### src/logic/tdcs_pkg.sv
// Package with constants, code set table and carrier types of the decoder
package tdcs_pkg;
  localparam int SOFT_W      = 4;
  localparam int LANES_MAX   = 7;
  localparam int NSETS       = 8;
  localparam int SEL_W       = 3;
  localparam int POLY_W      = 9;
  localparam int NPOLY       = 7;
  localparam int NPOLY_PAR   = 4;
  localparam int LEN_W       = 4;
  localparam int NUM_W       = 3;
  localparam int END_W       = 8;
  localparam int END_W_MIN   = 4;
  localparam int ERR_W       = 16;
  localparam int SHIFT_W     = 8;
  localparam int BUF_DEPTH   = 2;
  localparam int L_MIN       = 3;
  localparam int L_MAX       = 9;
  localparam int L_SMALL_MAX = 4;
  localparam int N_MIN       = 2;
  localparam int N_MAX_HYB   = 7;
  localparam int N_MAX_PAR   = 4;
  localparam int N_DISTINCT  = 5;
  localparam int N_TCM       = 2;
  localparam logic [1:0] ARCH_HYBRID   = 2'h0;
  localparam logic [1:0] ARCH_PARALLEL = 2'h1;
  localparam logic [1:0] OPT_NONE      = 2'h0;
  localparam logic [1:0] OPT_CONT      = 2'h1;
  localparam logic [1:0] OPT_BLOCK     = 2'h2;

  typedef enum logic {MODE_VITERBI, MODE_TCM} tdcs_mode_t;

  typedef struct packed {
    logic [NUM_W-1:0] n_coded;
    logic [LEN_W-1:0] con_len;
    tdcs_mode_t       mode;
    logic [NPOLY-1:0][POLY_W-1:0] poly;
  } tdcs_set_t;

  typedef struct packed {
    logic [LANES_MAX-1:0][SOFT_W-1:0] lanes;
    logic [LANES_MAX-1:0]             erase;
    logic                             info_bit;
    logic [END_W-1:0]                 end_st;
    logic [SEL_W-1:0]                 sel;
  } tdcs_word_t;

  // Generator polynomials held as decimal literals (octal 7,5 -> 7,5 etc.)
  localparam tdcs_set_t SET_TABLE [NSETS] = '{
    '{3'd2, 4'd3, MODE_VITERBI, '{9'd0,9'd0,9'd0,9'd0,9'd0,9'd5,9'd7}},
    '{3'd2, 4'd7, MODE_VITERBI, '{9'd0,9'd0,9'd0,9'd0,9'd0,9'd91,9'd121}},
    '{3'd3, 4'd5, MODE_VITERBI, '{9'd0,9'd0,9'd0,9'd0,9'd27,9'd25,9'd19}},
    '{3'd4, 4'd4, MODE_VITERBI, '{9'd0,9'd0,9'd0,9'd15,9'd13,9'd11,9'd9}},
    '{3'd2, 4'd3, MODE_TCM,     '{9'd0,9'd0,9'd0,9'd0,9'd0,9'd5,9'd7}},
    '{3'd2, 4'd9, MODE_VITERBI, '{9'd0,9'd0,9'd0,9'd0,9'd0,9'd335,9'd491}},
    '{3'd3, 4'd6, MODE_VITERBI, '{9'd0,9'd0,9'd0,9'd0,9'd55,9'd47,9'd39}},
    '{3'd2, 4'd5, MODE_VITERBI, '{9'd0,9'd0,9'd0,9'd0,9'd0,9'd19,9'd23}}
  };
endpackage

### src/logic/tdcs_top.sv
// Code set selection, lane rotation and error-rate estimator of the decoder
// Function
// - Hybrid or parallel architecture chosen by a build parameter.
// - Lane rotation exists only when the error estimator is built in.
// - Estimator re-encodes decoded bits and compares with received symbols.
// - For TCM sets the error count carries no meaningful value.
// - Rotated lane i takes input lane ((offset + i - 1) mod N) + 1.
// - Input bus is N lanes of soft width; offset lies in 0..N-1.
// - One to eight code sets, each a rate and its polynomials.
// - N is 2..7 hybrid, 2..4 parallel, at most 5 distinct values.
// - TCM sets use exactly two coded bits per information bit.
// - Each set has constraint length 3..9, 2^(L-1) trellis states.
// - Viterbi or TCM chosen per set; mixed sets may coexist.
// - Parallel uses first four polynomials; hybrid up to seven.
// - Hybrid with L of 3 or 4 ignores upper end-state bits.
// - Parallel offers None, Continuous, Block; best-state search under None.
// - Polynomials held in decimal in the design.
// - Soft width 1..16; width one means hard decisions plus erasures.
`timescale 1ns/10ps
module tdcs_top
  import tdcs_pkg::*;
#(
  parameter logic [1:0] ARCH       = ARCH_HYBRID,
  parameter bit         BER_ON     = 1'b1,
  parameter bit         NODE_SYNC  = 1'b1,
  parameter int         NUM_SETS   = NSETS,
  parameter logic [1:0] OPTIMIZE   = OPT_NONE,
  parameter bit         BEST_STATE = 1'b1
)(
  input  wire logic                               clk_sys_i,
  input  wire logic                               sys_rst_i,
  input  wire logic                               clk_en_i,
  input  wire logic                               sym_valid_i,
  output logic                                    sym_ready_o,
  input  wire logic [LANES_MAX-1:0][SOFT_W-1:0]   soft_symbol_lanes_in_i,
  input  wire logic [LANES_MAX-1:0]               erase_i,
  input  wire logic                               dec_bit_i,
  input  wire logic [tdcs_pkg::SEL_W-1:0]         sel_code_i,
  input  wire logic [tdcs_pkg::NUM_W-1:0]         rot_offset_i,
  input  wire logic [tdcs_pkg::END_W-1:0]         trellis_end_state_in_i,
  input  wire logic                               err_clear_i,
  output logic                                    out_valid_o,
  input  wire logic                               out_ready_i,
  output logic [LANES_MAX-1:0][SOFT_W-1:0]        rotated_symbol_lanes_o,
  output logic [tdcs_pkg::SEL_W-1:0]              out_sel_o,
  output logic [tdcs_pkg::NUM_W-1:0]              out_n_coded_o,
  output logic [tdcs_pkg::LEN_W-1:0]              out_con_len_o,
  output logic                                    out_tcm_o,
  output logic [NPOLY-1:0][POLY_W-1:0]            out_poly_o,
  output logic [tdcs_pkg::END_W-1:0]              end_state_o,
  output logic                                    best_state_en_o,
  output logic [tdcs_pkg::ERR_W-1:0]              num_err_o,
  output logic                                    err_valid_o,
  output logic                                    cfg_error_o
);
  import tdcs_pkg::*;

  // Build-time legality of the configuration
  function automatic logic cfg_bad();
    logic bad;
    logic [N_MAX_HYB:0] seen;
    int distinct;
    bad = 1'b0;
    seen = '0;
    distinct = 0;
    if (NUM_SETS < 1 || NUM_SETS > NSETS) bad = 1'b1;
    if (NODE_SYNC && !BER_ON) bad = 1'b1;
    for (int s = 0; s < NSETS; s++) begin
      if (s < NUM_SETS) begin
        if (SET_TABLE[s].n_coded < N_MIN) bad = 1'b1;
        if (ARCH == ARCH_HYBRID && SET_TABLE[s].n_coded > N_MAX_HYB)
          bad = 1'b1;
        if (ARCH == ARCH_PARALLEL && SET_TABLE[s].n_coded > N_MAX_PAR)
          bad = 1'b1;
        if (SET_TABLE[s].mode == MODE_TCM && SET_TABLE[s].n_coded != N_TCM)
          bad = 1'b1;
        if (SET_TABLE[s].con_len < L_MIN || SET_TABLE[s].con_len > L_MAX)
          bad = 1'b1;
        if (!seen[SET_TABLE[s].n_coded]) distinct++;
        seen[SET_TABLE[s].n_coded] = 1'b1;
      end
    end
    if (distinct > N_DISTINCT) bad = 1'b1;
    if (ARCH != ARCH_HYBRID && ARCH != ARCH_PARALLEL) bad = 1'b1;
    if (ARCH == ARCH_PARALLEL && OPTIMIZE > OPT_BLOCK) bad = 1'b1;
    return bad;
  endfunction

  localparam logic CFG_BAD = cfg_bad();
  localparam bit ROT_ON = NODE_SYNC && BER_ON;
  localparam bit BEST_ON = (ARCH == ARCH_HYBRID) ||
                           (OPTIMIZE == OPT_NONE && BEST_STATE);

  tdcs_word_t in_word, buf_word;
  logic       buf_valid, buf_ready;
  logic       sel_ok;
  tdcs_set_t  cur_set;

  assign sel_ok = ({29'h0, sel_code_i} < NUM_SETS);
  assign cur_set = SET_TABLE[sel_ok ? sel_code_i : '0];

  // Rotation uses the set's own N; an offset at or above N is replaced by zero
  logic [LANES_MAX-1:0][SOFT_W-1:0] rot_lanes;
  logic [LANES_MAX-1:0]             rot_erase;
  logic [NUM_W-1:0] offs;
  assign offs = (rot_offset_i < cur_set.n_coded) ? rot_offset_i : '0;

  genvar gi;
  generate
    for (gi = 0; gi < LANES_MAX; gi++) begin : g_rot
      logic [NUM_W:0] idx;
      logic [NUM_W:0] wrapped;
      assign idx = {1'b0, offs} + (NUM_W+1)'(gi);
      assign wrapped = (idx >= {1'b0, cur_set.n_coded}) ?
                       idx - {1'b0, cur_set.n_coded} : idx;
      assign rot_lanes[gi] = !ROT_ON ? soft_symbol_lanes_in_i[gi] :
                             (gi >= cur_set.n_coded) ? '0 :
                             soft_symbol_lanes_in_i[wrapped[NUM_W-1:0]];
      // Erase marks follow their lanes, or they would flag the wrong symbol
      assign rot_erase[gi] = !ROT_ON ? erase_i[gi] :
                             (gi >= cur_set.n_coded) ? 1'b0 :
                             erase_i[wrapped[NUM_W-1:0]];
    end
  endgenerate

  always_comb begin
    in_word          = '0;
    in_word.lanes    = rot_lanes;
    in_word.erase    = rot_erase;
    in_word.info_bit = dec_bit_i;
    // End state travels with its word so a stall cannot mix blocks
    in_word.end_st   = trellis_end_state_in_i;
    in_word.sel      = sel_ok ? sel_code_i : '0;
  end

  tdcs_skid_buf u_buf (
    .clk_sys_i   (clk_sys_i),
    .sys_rst_i   (sys_rst_i),
    .clk_en_i    (clk_en_i),
    .in_valid_i  (sym_valid_i),
    .in_ready_o  (sym_ready_o),
    .in_data_i   (in_word),
    .out_valid_o (buf_valid),
    .out_ready_i (buf_ready),
    .out_data_o  (buf_word)
  );

  // Output stage and estimator share one registered handshake
  tdcs_set_t             bset;
  logic [SHIFT_W-1:0]    shreg, next_shreg;
  logic [ERR_W-1:0]      err_cnt, next_err_cnt;
  logic                  oval, next_oval;
  logic [LANES_MAX-1:0][SOFT_W-1:0] olanes, next_olanes;
  logic [SEL_W-1:0]      osel, next_osel;
  logic [END_W-1:0]      oend, next_oend;
  logic                  otcm, next_otcm;
  logic [SHIFT_W:0]      enc_reg;
  logic [NUM_W:0]        mism;

  assign bset = SET_TABLE[buf_word.sel];
  assign buf_ready = !oval || out_ready_i;
  assign enc_reg = {shreg, buf_word.info_bit};

  // Re-encode the decoded bit and count hard mismatches per lane
  always_comb begin
    logic c;
    mism = '0;
    c = 1'b0;
    for (int p = 0; p < NPOLY; p++) begin
      c = ^(enc_reg & bset.poly[p]);
      if (p < bset.n_coded && !buf_word.erase[p] &&
          (ARCH == ARCH_HYBRID || p < NPOLY_PAR)) begin
        // Sign bit of a soft symbol is set for a received one
        if (c != buf_word.lanes[p][SOFT_W-1]) mism = mism + 1'b1;
      end
    end
  end

  always_comb begin
    next_shreg   = shreg;
    next_err_cnt = err_cnt;
    next_oval    = oval;
    next_olanes  = olanes;
    next_osel    = osel;
    next_oend    = oend;
    next_otcm    = otcm;
    if (buf_ready) begin
      next_oval = buf_valid;
    end
    if (buf_valid && buf_ready) begin
      next_olanes = buf_word.lanes;
      next_osel   = buf_word.sel;
      next_otcm   = (bset.mode == MODE_TCM);
      next_oend   = buf_word.end_st;
      if (ARCH == ARCH_HYBRID && bset.con_len <= L_SMALL_MAX)
        next_oend = {{(END_W-END_W_MIN){1'b0}},
                     buf_word.end_st[END_W_MIN-1:0]};
      next_shreg = {shreg[SHIFT_W-2:0], buf_word.info_bit};
    end
    if (err_clear_i) begin
      next_err_cnt = '0;
    end
    // Clear and count together leave only this word's mismatches; TCM words add nothing
    if (BER_ON && buf_valid && buf_ready && bset.mode != MODE_TCM) begin
      next_err_cnt = (err_clear_i ? '0 : err_cnt) +
                     ERR_W'(mism);
    end
  end

  always_ff @(posedge clk_sys_i) begin
    if (sys_rst_i) begin
      shreg   <= '0;
      err_cnt <= '0;
      oval    <= 1'b0;
      olanes  <= '0;
      osel    <= '0;
      oend    <= '0;
      otcm    <= 1'b0;
    end else if (clk_en_i) begin
      shreg   <= next_shreg;
      err_cnt <= next_err_cnt;
      oval    <= next_oval;
      olanes  <= next_olanes;
      osel    <= next_osel;
      oend    <= next_oend;
      otcm    <= next_otcm;
    end
  end

  tdcs_set_t oset;
  assign oset = SET_TABLE[osel];

  // Parallel builds see only the first four polynomials
  always_comb begin
    out_poly_o = oset.poly;
    if (ARCH == ARCH_PARALLEL) begin
      for (int p = NPOLY_PAR; p < NPOLY; p++) out_poly_o[p] = '0;
    end
  end

  assign out_valid_o            = oval;
  assign rotated_symbol_lanes_o = olanes;
  assign out_sel_o              = osel;
  assign out_n_coded_o          = oset.n_coded;
  assign out_con_len_o          = oset.con_len;
  assign out_tcm_o              = otcm;
  assign end_state_o            = oend;
  assign best_state_en_o        = BEST_ON;
  assign num_err_o              = BER_ON ? err_cnt : '0;
  assign err_valid_o            = BER_ON && oval && !otcm;
  assign cfg_error_o            = CFG_BAD;
endmodule

### src/logic/tdcs_skid_buf.sv
// Two-entry buffer with valid and ready on both sides
`timescale 1ns/10ps
module tdcs_skid_buf
  import tdcs_pkg::*;
(
  input  wire logic       clk_sys_i,
  input  wire logic       sys_rst_i,
  input  wire logic       clk_en_i,
  input  wire logic       in_valid_i,
  output logic            in_ready_o,
  input  wire tdcs_word_t in_data_i,
  output logic            out_valid_o,
  input  wire logic       out_ready_i,
  output tdcs_word_t      out_data_o
);
  tdcs_word_t mem [BUF_DEPTH];
  tdcs_word_t next_mem [BUF_DEPTH];
  logic       wr_ptr, rd_ptr, next_wr_ptr, next_rd_ptr;
  logic [1:0] count, next_count;
  logic       push, pop;

  assign in_ready_o  = (count != 2'h2);
  assign out_valid_o = (count != 2'h0);
  assign out_data_o  = mem[rd_ptr];
  assign push = in_valid_i && in_ready_o;
  assign pop  = out_valid_o && out_ready_i;

  always_comb begin
    next_mem    = mem;
    next_wr_ptr = wr_ptr;
    next_rd_ptr = rd_ptr;
    next_count  = count;
    if (push) begin
      next_mem[wr_ptr] = in_data_i;
      next_wr_ptr      = ~wr_ptr;
    end
    if (pop) begin
      next_rd_ptr = ~rd_ptr;
    end
    case ({push, pop})
      2'b10:   next_count = count + 2'h1;
      2'b01:   next_count = count - 2'h1;
      default: next_count = count;
    endcase
  end

  always_ff @(posedge clk_sys_i) begin
    if (sys_rst_i) begin
      wr_ptr <= 1'b0;
      rd_ptr <= 1'b0;
      count  <= 2'h0;
      for (int k = 0; k < BUF_DEPTH; k++) begin
        mem[k] <= '0;
      end
    end else if (clk_en_i) begin
      wr_ptr <= next_wr_ptr;
      rd_ptr <= next_rd_ptr;
      count  <= next_count;
      mem    <= next_mem;
    end
  end
endmodule

### config.mk
export PLATFORM = sky130hd
export DESIGN_NAME = tdcs_top
export DESIGN_NICKNAME = d
export VERILOG_FILES = /design/src/logic/tdcs_pkg.sv /design/src/logic/tdcs_top.sv /design/src/logic/tdcs_skid_buf.sv
export SDC_FILE = /design/constraint.sdc
export NUM_CORES = 1
export LEC_CHECK = 0
export ABC_AREA = 1
export BUFFER_PORTS_ARGS = -buffer_cell sky130_fd_sc_hd__clkbuf_2
export CORE_UTILIZATION = 40
export CTS_BUF_LIST = sky130_fd_sc_hd__clkbuf_4 sky130_fd_sc_hd__clkbuf_8
export CTS_CLUSTER_DIAMETER = 30
export CTS_CLUSTER_SIZE = 12
export DETAILED_ROUTE_END_ITERATION = 8
export PLACE_DENSITY = 0.65
export SKIP_CTS_REPAIR_TIMING = 1
export SLEW_MARGIN = 40
export SYNTH_ARGS = -nofsm -noshare
export SYNTH_HDL_FRONTEND = slang
export SYNTH_SLANG_ARGS = --single-unit
### constraint.sdc
create_clock -name clk_sys_i -period 7.8 [get_ports clk_sys_i]
set_input_delay 1.56 -clock clk_sys_i [delete_from_list [all_inputs] [get_ports clk_sys_i]]
set_output_delay 1.56 -clock clk_sys_i [all_outputs]
set_load 0.01 [all_outputs]
# ---- After elaboration in Yosys (flattened, before gate mapping)
# Memory sizes are Yosys's and may differ from the RTL's.
# Index checks and enable logic that the tools add are counted.
dict set report totals {
  mem_bits_ro 1704
  ff_bits 163
  out_inout_bits 131
  input_bits 56
  n_memories 3
}
# name depth word_bits read_ports rd_ports_with_merged_regs wr line_no
set mem_list {}
lappend mem_list {{(no name shown)} 8 71 1 0 0 tdcs_top.sv:231} ;# assign oset = SET_TABLE[osel];
lappend mem_list {{(no name shown)} 8 71 1 0 0 tdcs_top.sv:160} ;# assign bset = SET_TABLE[buf_word.sel];
lappend mem_list {{(no name shown)} 8 71 1 0 0 tdcs_top.sv:100} ;# assign cur_set = SET_TABLE[sel_ok ? sel_code_i : '0];
dict set report op_classes {
  muxes 80
  eq_ne 10
  addsub 22
  n_bitwise 15
  n_lt_le_gt_ge 36
  reduce_logical 35
}
# cell count
set op_table {}
lappend op_table {{71-bit two-way mux} 6}
lappend op_table {{47-bit two-way mux} 4}
lappend op_table {{4-bit two-way mux} 26}
lappend op_table {{94-bit bitwise mux} 1}
lappend op_table {{4-bit binary-select mux with 3-bit select} 7}
lappend op_table {{9-bit bitwise AND} 7}
lappend op_table {{9-bit parity} 7}
lappend op_table {{47-bit demux with 1-bit select} 1}
lappend op_table {{16-bit two-way mux} 2}
lappend op_table {{3-bit by 4-bit < comparator with 1-bit output (second input constant)} 7}
lappend op_table {{4-bit by 1-bit adder with 4-bit output (second input constant)} 6}
lappend op_table {{4-bit by 3-bit greater-or-equal comparator with 1-bit output} 6}
lappend op_table {{3-bit two-way mux} 8}
lappend op_table {{1-bit binary-select mux with 3-bit select} 7}
lappend op_table {{3-bit subtractor} 7}
lappend op_table {{16-bit by 4-bit adder with 16-bit output} 1}
lappend op_table {{1-bit two-way mux} 16}
lappend op_table {{3-bit by 3-bit adder with 4-bit output (second input constant)} 3}
lappend op_table {{4-bit greater-or-equal comparator (second input constant)} 3}
lappend op_table {{1-bit logical AND} 12}
lappend op_table {{3-bit inverter with 4-bit output} 3}
lappend op_table {{3-bit greater-or-equal comparator (first input constant)} 3}
lappend op_table {{1-bit zero test} 9}
lappend op_table {{3-bit < comparator (first input constant)} 3}
lappend op_table {{24 further kinds} 43}

# ---- Logic depth before layout (Yosys ltp)
# Gate-level depths: netlist of run 1.
dict set report logic_depth {
  depth_word 33
  mapped_depth 47
  depth_no_buf 47
}

# ---- Hierarchy
# Synthesis of run 1 repeated with hierarchy kept, for this count alone.
dict set report hier_totals {
  cells_unflattened 1782
  hier_area_um2 11079.4
}
# module cells_each instances area_each_um2
set by_module_without_submodules {}
lappend by_module_without_submodules {tdcs_top 1047 1 6577.6}
lappend by_module_without_submodules {tdcs_skid_buf 735 1 4501.8}

# ---- Least setup slack after synthesis of run 1
# OpenSTA, ideal clock, no wires.
dict set report synth_path {
  kind {reg2reg}
  start {reg u_buf.rd_ptr}
  end {reg err_cnt[15], in the netlist num_err_o[15]}
  arrival_time_ns 6.126
  period_less_slack_ns 6.246
  stages_incl_launch_ff 42
  slack_ns 1.554
  setup_ns 0.119
  path_cell_list {dfxtp_1 > buf_6 > nand2_1 > nand2_1 > ha_1 > inv_1 > nand3_1 > nand3_1 > xor2_1 > xor2_1 > xor2_1 > xor2_1 > ha_1 > or2_2 > nand3_4 > nand2_2 > inv_1 > ha_1 > [6 not listed] > ha_1 > nand2_1 > nand2_1 > ha_1 > o21ai_0 > inv_1 > ha_1 > nand2_1 > nor2_1 > a211oi_1 > nor2_1 > o211ai_1 > nor2_1 > nand4_1 > nor2_1 > nand3_1 > o21ai_0 > a21oi_1}
}
dict set report synth_via {
  elab_chain_len 33
  word_cells_on_any_way 74
  classes_between {add/sub: 7; order compare: 7; eq/ne: 7; mux: 20; bitwise: 10; reduce/logical: 22; memory: 1}
}
# item line_no
set synth_lines {}
lappend synth_lines {{start: declaration} tdcs_skid_buf.sv:18} ;# logic wr_ptr, rd_ptr, next_wr_ptr, next_rd_ptr;
lappend synth_lines {{start signal: assignment} tdcs_skid_buf.sv:57} ;# rd_ptr <= next_rd_ptr;
lappend synth_lines {{1-bit inverter with 2-bit output (implied by the code) *} tdcs_skid_buf.sv:24} ;# assign out_data_o = mem[rd_ptr];
lappend synth_lines {{47-bit two-way mux (implied by the code) * (3 in series)} tdcs_skid_buf.sv:24}
lappend synth_lines {{3-bit inverter with 4-bit output (implied by the code)} tdcs_top.sv:160}
lappend synth_lines {{memory 8 x 71 bit} n/a}
lappend synth_lines {{71-bit two-way mux (implied by the code) (2 in series)} tdcs_top.sv:160}
lappend synth_lines {{9-bit bitwise AND} tdcs_top.sv:170} ;# c = ^(enc_reg & bset.poly[p]);
lappend synth_lines {{9-bit parity} tdcs_top.sv:170}
lappend synth_lines {{1-bit != test} tdcs_top.sv:174} ;# if (c != buf_word.lanes[p][SOFT_W-1]) mism = mism + 1'b1;
lappend synth_lines {{[14 not listed]} n/a}
lappend synth_lines {{4-bit by 1-bit adder with 4-bit output} tdcs_top.sv:174}
lappend synth_lines {{4-bit two-way mux} tdcs_top.sv:174}
lappend synth_lines {{4-bit two-way mux} tdcs_top.sv:171} ;# if (p < bset.n_coded && !buf_word.erase[p] &&
lappend synth_lines {{4-bit by 1-bit adder with 4-bit output} tdcs_top.sv:174}
lappend synth_lines {{4-bit two-way mux} tdcs_top.sv:174}
lappend synth_lines {{4-bit two-way mux} tdcs_top.sv:171}
lappend synth_lines {{16-bit by 4-bit adder with 16-bit output} tdcs_top.sv:205} ;# next_err_cnt = (err_clear_i ? '0 : err_cnt) +
lappend synth_lines {{16-bit two-way mux *} tdcs_top.sv:204} ;# if (BER_ON && buf_valid && buf_ready && bset.mode != MODE_TCM) begin
lappend synth_lines {{end signal: assignment} tdcs_top.sv:221} ;# err_cnt <= next_err_cnt;
lappend synth_lines {{end: declaration} tdcs_top.sv:151} ;# logic [ERR_W-1:0] err_cnt, next_err_cnt;
# Mark *: on every way between the ends. The rest lies on a longest branch, timed or not. The select of a mux whose other input is x is not followed.
# A chain may end at the register's enable or synchronous reset.

# ---- Final worst setup path of run 1
# Ends and elaborated chain as after synthesis.

==> impl_metrics.csv, run 1 <==
group,metric,value,unit
timing,slew_viol_final,0,
logic_synthesis,seq_area_frac_synth,0.321,
power_and_ir_drop,pwr_density_cell,225,nW/um^2
timing,hold_viol_final,0,
worst_setup_path,max_stage_delay,420,ps
global_routing,grt_overflow,0,
power_and_ir_drop,p_leak,5.26,nW
clock_tree,clock-root-buffer,"clkbuf_8",
die,die_y,161,microns
worst_setup_path,cp_num_buf_inv,6,
timing,period_minus_slack,6900,ps
worst_setup_path,path_max_fanout,39,
timing,setup_viol,0,
worst_setup_path,slowest_stage,"buf_4",
timing,tightest_slew,826,ps
cells_and_area,nFillCells,2548,
worst_setup_path,crit_family,"simple AND/OR/NAND/NOR gates",
global_routing,met2_usage,0.354,
logic_synthesis,synth_top_area_frac,0.321,
drt,drt_pass1_iterations,6,
global_routing,grtUsageMet1,0.266,
clock_tree,cts_tree,"built",
global_routing,grt_pass1_wl,43.8,mm
cells_and_area,stdcell_area,11400,sq um
worst_setup_path,crit_top_cell,"nand2_1",
clock_tree,numCtsBuffers,17,
clock_tree,htreeDepth,4,
drt,wl,26.6,mm
drt,wl_per_cell,13.7,microns
clock_tree,clock_sinks,163,
die,die_x,161,microns
cells_and_area,drive_gt1_frac,0.144,
logic_synthesis,avgSynthCellArea,6.75,sq um
min_path,hold_class,"flop to flop",
timing,fin_tns_setup,0,ps
logic_synthesis,ys_seq_elements,163,
logic_synthesis,ys_async_sr_fraction,0,
logic_synthesis,synthFlopType,"dfxtp_1",
cells_and_area,fin_nets,1704,
worst_setup_path,arrival,7270,ps
logic_synthesis,ys_warn_count,0,
drt,num_vias,9744,
timing,relSlewSlack,0.442,
clock_tree,cts_buffer_depth,2,
logic_synthesis,syn-cell-area,10200,sq um
drt,ant_nets,0,
cells_and_area,syn2layout_area_growth,12.2,%
worst_setup_path,critPathLaunchType,"flop",
die,start_util,0.413,
die,num_rows,57,
global_routing,busiest_layer,"met2",
timing,timing.fmax,0.145,GHz
drt,via_per_inst,5.03,
timing,rsz0062_at_grt,"no",
worst_setup_path,endpoint_kind,"flop",
global_routing,grt_pass1_vias,8907,
drt,drtIter0Drc,615,
logic_synthesis,syn-instance-count,1505,
flow_run,drv_cap,0,
clock_tree,clk_transition_reported_paths,100,ps
logic_synthesis,synth.most_common_cell,"nand2_1",
logic_synthesis,synth.largest_area_cell,"dfxtp_1",
timing,final.setup_skew,20.1,ps
logic_synthesis,ys_top_cells_by_area,"dfxtp_1 (32%), nand2_1 (9.6%), o21ai_0 (9.0%), inv_1 (8.8%), a21oi_1 (5.6%)",
global_routing,grt_antenna_before_repair,0,
cells_and_area,multiInputGateArea,5480,sq um
clock_tree,clock_latency,480,ps
logic_synthesis,ys_types,51,
global_routing,grt_usage,0.206,
worst_setup_path,worstPathRequired,8170,ps
logic_synthesis,synth_edf_count,0,
cells_and_area,regArea,3260,sq um
global_routing,grt.met3_usage,0.0339,
global_routing,grt_max_degree,86,
place,dp_hpwl,19.4,mm
die,core-area,24600,sq um
power_and_ir_drop,vdd_drop_max,107,uV
logic_synthesis,synth_common_cells,"nand2_1 (260), inv_1 (238), o21ai_0 (182), dfxtp_1 (163), a21oi_1 (113)",
timing,min_period_over_period,0.885,
status,status,"finished clean",
die,dieArea,26000,sq um
cells_and_area,diodes,0,
place,place_area,11000,sq um
die,io_pins,187,
worst_setup_path,critPathKind,"flop to flop",
place,gp_congestion,0.914,
place,portBuffers,146,
drt,drcViolationCount,0,
==> through the flow <==
| stage | total power, mW | hold slack, ps | setup slack (ps) | utilization | cells |
|---|---|---|---|---|---|
| 2_1_floorplan | 1.67 | 408 | 1550 | - | 1543 |
| 3_3_place_gp | 1.90 | 415 | 1040 | 0.443 | 1904 |
| 3_5_place_dp | 1.92 | 418 | 839 | 0.445 | 1906 |
| 4_1_cts | 2.57 | 432 | 831 | 0.463 | 1938 |
| 5_1_grt | 2.76 | 452 | 16.3 | 0.463 | 1938 |
| 6_report | 2.56 | 430 | 897 | 0.463 | 1938 |
==> worst min-delay path, stage by stage (launching register included) <==
cell and delay (ps):
dfxtp_1 320, inv_1 50, nor2_1 30
==> path summary, 6_finish.rpt <==
path,start,endpoint,slack [ps],cells past startpoint
setup / recovery,u_buf.rd_ptr,num_err_o[15],900,40
setup reg to reg,u_buf.rd_ptr,num_err_o[15],900,40
hold reg to reg,u_buf.mem[39],u_buf.mem[39],430,2
hold / removal,u_buf.mem[39],u_buf.mem[39],430,2
==> report_power, final <==
group          internal [mW]  switching, mW  leakage (nW)  total [mW]
logic                  0.321          0.653          3.71       0.975
registers              0.888         0.0405          1.32       0.929
clock network          0.280          0.375         0.220       0.656
total                   1.49           1.07          5.26        2.56
==> kinds of logic (layout without fill, tap and decap cells) <==
family                   after synthesis  after routing  share of synthesized area
adder cells (fa/ha/maj)               47             47                     0.0623
AO/OA/AOI/OAI                        417            417                      0.230
XOR/XNOR                              27             27                     0.0233
flip-flops                           163            163                      0.321
AND/OR/NAND/NOR                      482            482                      0.206
other                                  2             40                   0.000739
buffers and inverters                367            438                      0.157
==> layer usage <==
metal,up-vias,share of wire
li1,5027,-
met1,4478,0.48
met2,211,0.47
met3,28,0.041
met4,0,0.013
met5,-,0
==> flip-flops by register name, summed over array words and instances, names as in the netlist <==
name                    cells
shreg                       8
u_buf.rd_ptr                1
out_tcm_o                   1
out_sel_o                   3
rotated_symbol_lanes_o     28
u_buf.mem                  94
out_valid_o                 1
u_buf.count                 2
end_state_o                 8
num_err_o                  16
u_buf.wr_ptr                1
==> layout by cell type (no fill, tap or decap), types with 4 or more instances in the layout <==
cell type	instances
o22ai_1	33
inv_8	4
o311ai_0	5
nand3_2	4
clkinv_8	5
a31oi_1	30
buf_4	11
nand2_2	10
fa_1	6
ha_1	41
o211ai_1	22
nor4_1	6
xnor2_1	6
nand3_1	81
nand2_4	5
a211oi_1	5
conb_1	40
nor3_1	15
clkbuf_2	146
inv_2	4
nor2_4	4
nand2_1	260
clkbuf_8	17
nor2_1	86
a21oi_1	113
inv_1	237
xor2_1	21
o21a_1	6
o21ai_0	181
dfxtp_1	162
==> cell type report <==
class                           count  area share
Clock buffer                       17      0.0205
Clock inverter                     15      0.0182
Inverter                          246      0.0816
Multi-Input combinational cell   1013       0.481
Sequential cell                   163       0.286
Tap cell                          324      0.0356
Timing Repair Buffer              160      0.0772
(Power assumes the default switching activity.)
==> run 2, diff against run 1 <==
--- a/config.mk
+++ b/config.mk
@@ -15,5 +15,5 @@
 export PLACE_DENSITY = 0.65
 export SKIP_CTS_REPAIR_TIMING = 1
-export SLEW_MARGIN = 40
+export SLEW_MARGIN = 0
 export SYNTH_ARGS = -nofsm -noshare
 export SYNTH_HDL_FRONTEND = slang
==> constraint.sdc (replaced) <==
create_clock -name clk_sys_i -period 7.8 [get_ports clk_sys_i]
set_input_delay 0.39 -clock clk_sys_i [delete_from_list [all_inputs] [get_ports clk_sys_i]]
set_output_delay 0.39 -clock clk_sys_i [all_outputs]
set_load 0.01 [all_outputs]
==> run 2 against run 1 <==
  * Cell count fell by 0.15%
  * Sequential cell count did not move
  * Critical path depth rose by 1
  * Wire length fell by 2.5%
  * First-iteration DRC count fell by 1.6%
  * Total power fell by 2.8%
  * Global-route usage fell by 0.69 points
  * Sequential share of layout area rose by 0.31 points
  * Via count fell by 0.75%
  * Largest cell class unchanged
  * Highest routed layer unchanged
==> impl_metrics.csv, run 2 (synthesis gave the netlist of run 1 again) <==
group,metric,value,unit
status,status,"finished clean",
global_routing,grt_antenna_before_repair,0,
power_and_ir_drop,clkPwrFrac,0.241,
global_routing,grt_pass1_wl,42.6,mm
global_routing,grt_pass1_vias,8578,
clock_tree,clock_sinks,163,
timing,holdWs,179,ps
timing,period_minus_slack,6930,ps
cells_and_area,diodes,0,
clock_tree,cts_buffer_depth,2,
drt,drt_pass1_iterations,5,
cells_and_area,multiInputGateArea,5470,sq um
timing,fin_tns_setup,0,ps
power_and_ir_drop,p_seq_frac,0.375,
cells_and_area,nFillCells,2614,
die,start_util,0.413,
worst_setup_path,crit_top_cell,"nand2_1",
die,dieArea,26000,sq um
clock_tree,numCtsBuffers,17,
clock_tree,htreeDepth,4,
global_routing,grt_overflow,0,
cells_and_area,syn2layout_area_growth,11.0,%
cells_and_area,stdcell_area,11300,sq um
worst_setup_path,worstPathRequired,8150,ps
worst_setup_path,slowest_stage,"dfxtp_2",
power_and_ir_drop,power_frac_comb,0.384,
drt,wl_met1,12.3,mm
timing,final.setup_skew,15.3,ps
place,gp_congestion,0.883,
die,die_y,161,microns
global_routing,grt_usage,0.199,
place,place_area,10900,sq um
timing,timing.final.ws_setup,872,ps
drt,ant_nets,0,
cells_and_area,final_common_cell,"nand2_1",
cells_and_area,final_cell_mix,"nand2_1 (260), inv_1 (237), o21ai_0 (181)",
timing,relSlewSlack,0.284,
worst_setup_path,endpoint_kind,"flop",
worst_setup_path,arrival,7280,ps
worst_setup_path,max_stage_delay,580,ps
flow_run,drv_cap,0,
timing,timing.fmax,0.144,GHz
cells_and_area,drive_gt1_frac,0.142,
drt,drcViolationCount,0,
die,core-area,24600,sq um
cells_and_area,fin_nets,1701,
place,dp_hpwl,18.8,mm
power_and_ir_drop,vdd_drop_max,112,uV
worst_setup_path,critPathLaunchType,"flop",
cells_and_area,fin_util,0.458,
drt,drtIter0Drc,605,
timing,rsz0062_at_grt,"no",
worst_setup_path,critPathKind,"flop to flop",
power_and_ir_drop,pwr_density_cell,221,nW/um^2
min_path,hold_class,"primary input to flop",
power_and_ir_drop,power.internal,1.45,mW
cells_and_area,fin_cells,1935,
clock_tree,clock_latency,450,ps
drt,wl_met3,1.37,mm
drt,num_vias,9671,
drt,top_layer_used,"met4",
die,die_x,161,microns
timing,setup_viol,0,
cells_and_area,regArea,3260,sq um
power_and_ir_drop,swShare,0.417,
clock_tree,cts_tree,"built",
drt,via_per_inst,5.00,
power_and_ir_drop,power,2.49,mW
place,dp.cells,1903,
timing,min_period_over_period,0.888,
drt,wl_met2,12.2,mm
place,place_ws,909,ps
place,portBuffers,146,
worst_setup_path,path_max_fanout,21,
cells_and_area,largest_register_ffs,94,
drt,wl_per_cell,13.4,microns
timing,hold_viol_final,0,
die,io_pins,187,
clock_tree,clock-root-buffer,"clkbuf_8",
cells_and_area,top_register,"u_buf.mem",
clock_tree,clk_transition_reported_paths,100,ps
power_and_ir_drop,power_switching,1.04,mW
timing,slew_viol_final,0,
timing,tightest_slew,1070,ps
global_routing,grt_max_degree,86,
die,num_rows,57,
drt,wl,26.0,mm
power_and_ir_drop,p_leak,5.20,nW
==> run 2: power by group through the flow <==
| stage | Sequential [mW] | Combinational [mW] | Clock (mW) |
|---|---|---|---|
| 2_1_floorplan | 0.948 | 0.722 | 0 |
| 3_3_place_gp | 0.952 | 0.938 | 0 |
| 3_5_place_dp | 0.952 | 0.950 | 0 |
| 4_1_cts | 0.933 | 0.954 | 0.617 |
| 5_1_grt | 0.942 | 1.08 | 0.655 |
| 6_report | 0.933 | 0.956 | 0.599 |
==> run 2: layout make-up <==
| cell class | count | area share |
|---|---|---|
| timing repair buffer | 157 | 0.0721 |
| multi-input combinational | 1013 | 0.485 |
| inverter | 246 | 0.0821 |
| sequential | 163 | 0.289 |
| clock buffer | 19 | 0.0226 |
| clock inverter | 13 | 0.0125 |
| tap | 324 | 0.0359 |
==> run 2: final timing paths <==
path,start,end,slack [ps],cells past startpoint
hold / removal,trellis_end_state_in_i[1],u_buf.mem[51],180,3
setup / recovery,u_buf.rd_ptr,num_err_o[15],870,41
setup reg to reg,u_buf.rd_ptr,num_err_o[15],870,41
hold reg to reg,u_buf.mem[45],u_buf.mem[45],430,2
==> run 2: routing by layer <==
metal / global-route usage / vias to the layer above
met1: 0.270 / 4404
met2: 0.334 / 221
met4: 0.0373 / 0
met5: 0 / -
li1: - / 5032
met3: 0.0336 / 14
==> run 2: worst max-delay path, delay by kind of cell (launching register included) <==
| family | cells | cell delay (ps) |
|---|---|---|
| simple gates | 19 | 2420 |
| fa+ha+maj | 6 | 1640 |
| compound gates | 6 | 1000 |
| xor+xnor | 4 | 730 |
| flops | 1 | 580 |
| buf+inv | 6 | 470 |
==> run 3, diff against run 2 <==
Settings changed: GPL_ROUTABILITY_DRIVEN from default to 0, PLACE_DENSITY 0.65 to default.
==> run 3 against run 2 <==
  * Clock skew fell by 3.0 ps
  * Total power rose by 2.8%
  * Clock power rose by 8.7%
  * Sequential power barely moved
  * Maximum frequency fell by 0.51%
  * Global-route usage rose by 0.65 points
  * Cell count did not move
  * Via count rose by 1.0%
  * Largest cell class unchanged
==> impl_metrics.csv, run 3 (synthesis gave the netlist of run 1 again) <==
group,metric,value,unit
worst_setup_path,critPathKind,"flop to flop",
drt,drtIter0Drc,746,
timing,final.setup_skew,12.3,ps
timing,timing.fmax,0.144,GHz
place,dp_hpwl,19.0,mm
cells_and_area,largest_register_ffs,94,
cells_and_area,nFillCells,2593,
clock_tree,htreeDepth,4,
clock_tree,clk_transition_reported_paths,90,ps
cells_and_area,diodes,0,
cells_and_area,drive_gt1_frac,0.142,
die,dieArea,26000,sq um
die,core-area,24600,sq um
min_path,hold_class,"primary input to flop",
flow_run,drv_cap,0,
timing,fin_tns_setup,0,ps
timing,slew_viol_final,0,
drt,drcViolationCount,0,
worst_setup_path,max_stage_delay,520,ps
cells_and_area,fin_util,0.459,
worst_setup_path,slowest_stage,"buf_4",
cells_and_area,final_cell_mix,"nand2_1 (260), inv_1 (237), o21ai_0 (181)",
cells_and_area,top_register,"u_buf.mem",
clock_tree,numCtsBuffers,17,
worst_setup_path,critPathLaunchType,"flop",
drt,ant_nets,0,
die,start_util,0.413,
timing,period_minus_slack,6960,ps
worst_setup_path,arrival,7330,ps
cells_and_area,fin_nets,1701,
drt,wl,27.1,mm
timing,hold_viol_final,0,
timing,relSlewSlack,0.283,
global_routing,grt_antenna_before_repair,0,
timing,tightest_slew,1070,ps
cells_and_area,syn2layout_area_growth,11.2,%
status,status,"finished clean",
worst_setup_path,crit_top_cell,"nand2_1",
global_routing,grt_pass1_wl,43.3,mm
timing,setup_viol,0,
drt,via_per_inst,5.05,
timing,rsz0062_at_grt,"no",
drt,wl_per_cell,14.0,microns
worst_setup_path,path_max_fanout,55,
worst_setup_path,endpoint_kind,"flop",
drt,num_vias,9768,
global_routing,grt_overflow,0,
clock_tree,clock_latency,470,ps
global_routing,grt_usage,0.206,
timing,min_period_over_period,0.893,
clock_tree,clock_sinks,163,
cells_and_area,final_common_cell,"nand2_1",
die,die_y,161,microns
die,die_x,161,microns
power_and_ir_drop,vdd_drop_max,130,uV
die,io_pins,187,
clock_tree,cts_buffer_depth,2,
global_routing,grt_max_degree,85,
die,num_rows,57,
power_and_ir_drop,p_leak,5.22,nW
global_routing,grt_pass1_vias,8574,
clock_tree,cts_tree,"built",
place,portBuffers,146,
worst_setup_path,worstPathRequired,8170,ps
power_and_ir_drop,pwr_density_cell,226,nW/um^2
drt,drt_pass1_iterations,6,
clock_tree,clock-root-buffer,"clkbuf_8",
[run 3: cell types whose count changed in the layout (fill, tap and decap cells not counted)]
cell,delta
inv_8,+2
bufinv_16,+1
inv_2,-2
clkinv_2,+2
inv_4,+1
clkinv_4,-1
clkbuf_8,+2
clkinv_8,-3
clkbuf_4,-1
clkinvlp_4,-1
[run 3: layout make-up]
class,instances,area (sq um),area share
multi-input combinational,1013,5470,0.484
inverter,246,930,0.0823
tap,324,405,0.0359
clock buffer,20,275,0.0244
sequential,163,3260,0.289
clock inverter,12,134,0.0119
timing repair buffer,157,813,0.0720
[run 3: worst max-delay path, delay by kind of cell (launching register included)]
family                     cells  cell delay, ps
AOI/OAI and AO/OA              6            1020
xor gates and xnor gates       4             750
adders and majority gates      5            1300
buffers and inverters          5             780
DFF                            1             420
and+or+nand+nor               19            2570
[run 3: final timing paths]
path	startpoint	end	slack, ps	depth (start not counted)
setup / recovery	u_buf.rd_ptr	num_err_o[15]	840	39
hold / removal	trellis_end_state_in_i[3]	u_buf.mem[53]	150	3
setup reg to reg	u_buf.rd_ptr	num_err_o[15]	840	39
hold reg to reg	u_buf.mem[43]	u_buf.mem[43]	430	2
[run 3: per-layer routing]
layer,part of all wire,track usage,up-vias
met5,0,0,-
met4,0.011,0.0506,0
met3,0.053,0.0372,23
met2,0.46,0.340,262
met1,0.48,0.276,4461
li1,-,-,5022
[run 3: metrics by stage]
step           power (mW)  setup WS [ps]  cell area, sq um  std cells  hold slack (ps)
2_1_floorplan        1.67           1550             10300       1543              408
3_5_place_dp         1.92            828             10900       1903              418
6_report             2.56            836             11300       1935              152
3_3_place_gp         1.90           1000             10900       1903              415
4_1_cts              2.57            806             11300       1935              132
5_1_grt              2.74           2.75             11300       1935              144
[run 3: report_power, final]
part           leakage (nW)  internal (mW)  switching [mW]
Combinational          3.68          0.313           0.663
Sequential             1.32          0.888          0.0424
Clock                 0.210          0.292           0.359
Total                  5.22           1.49            1.06
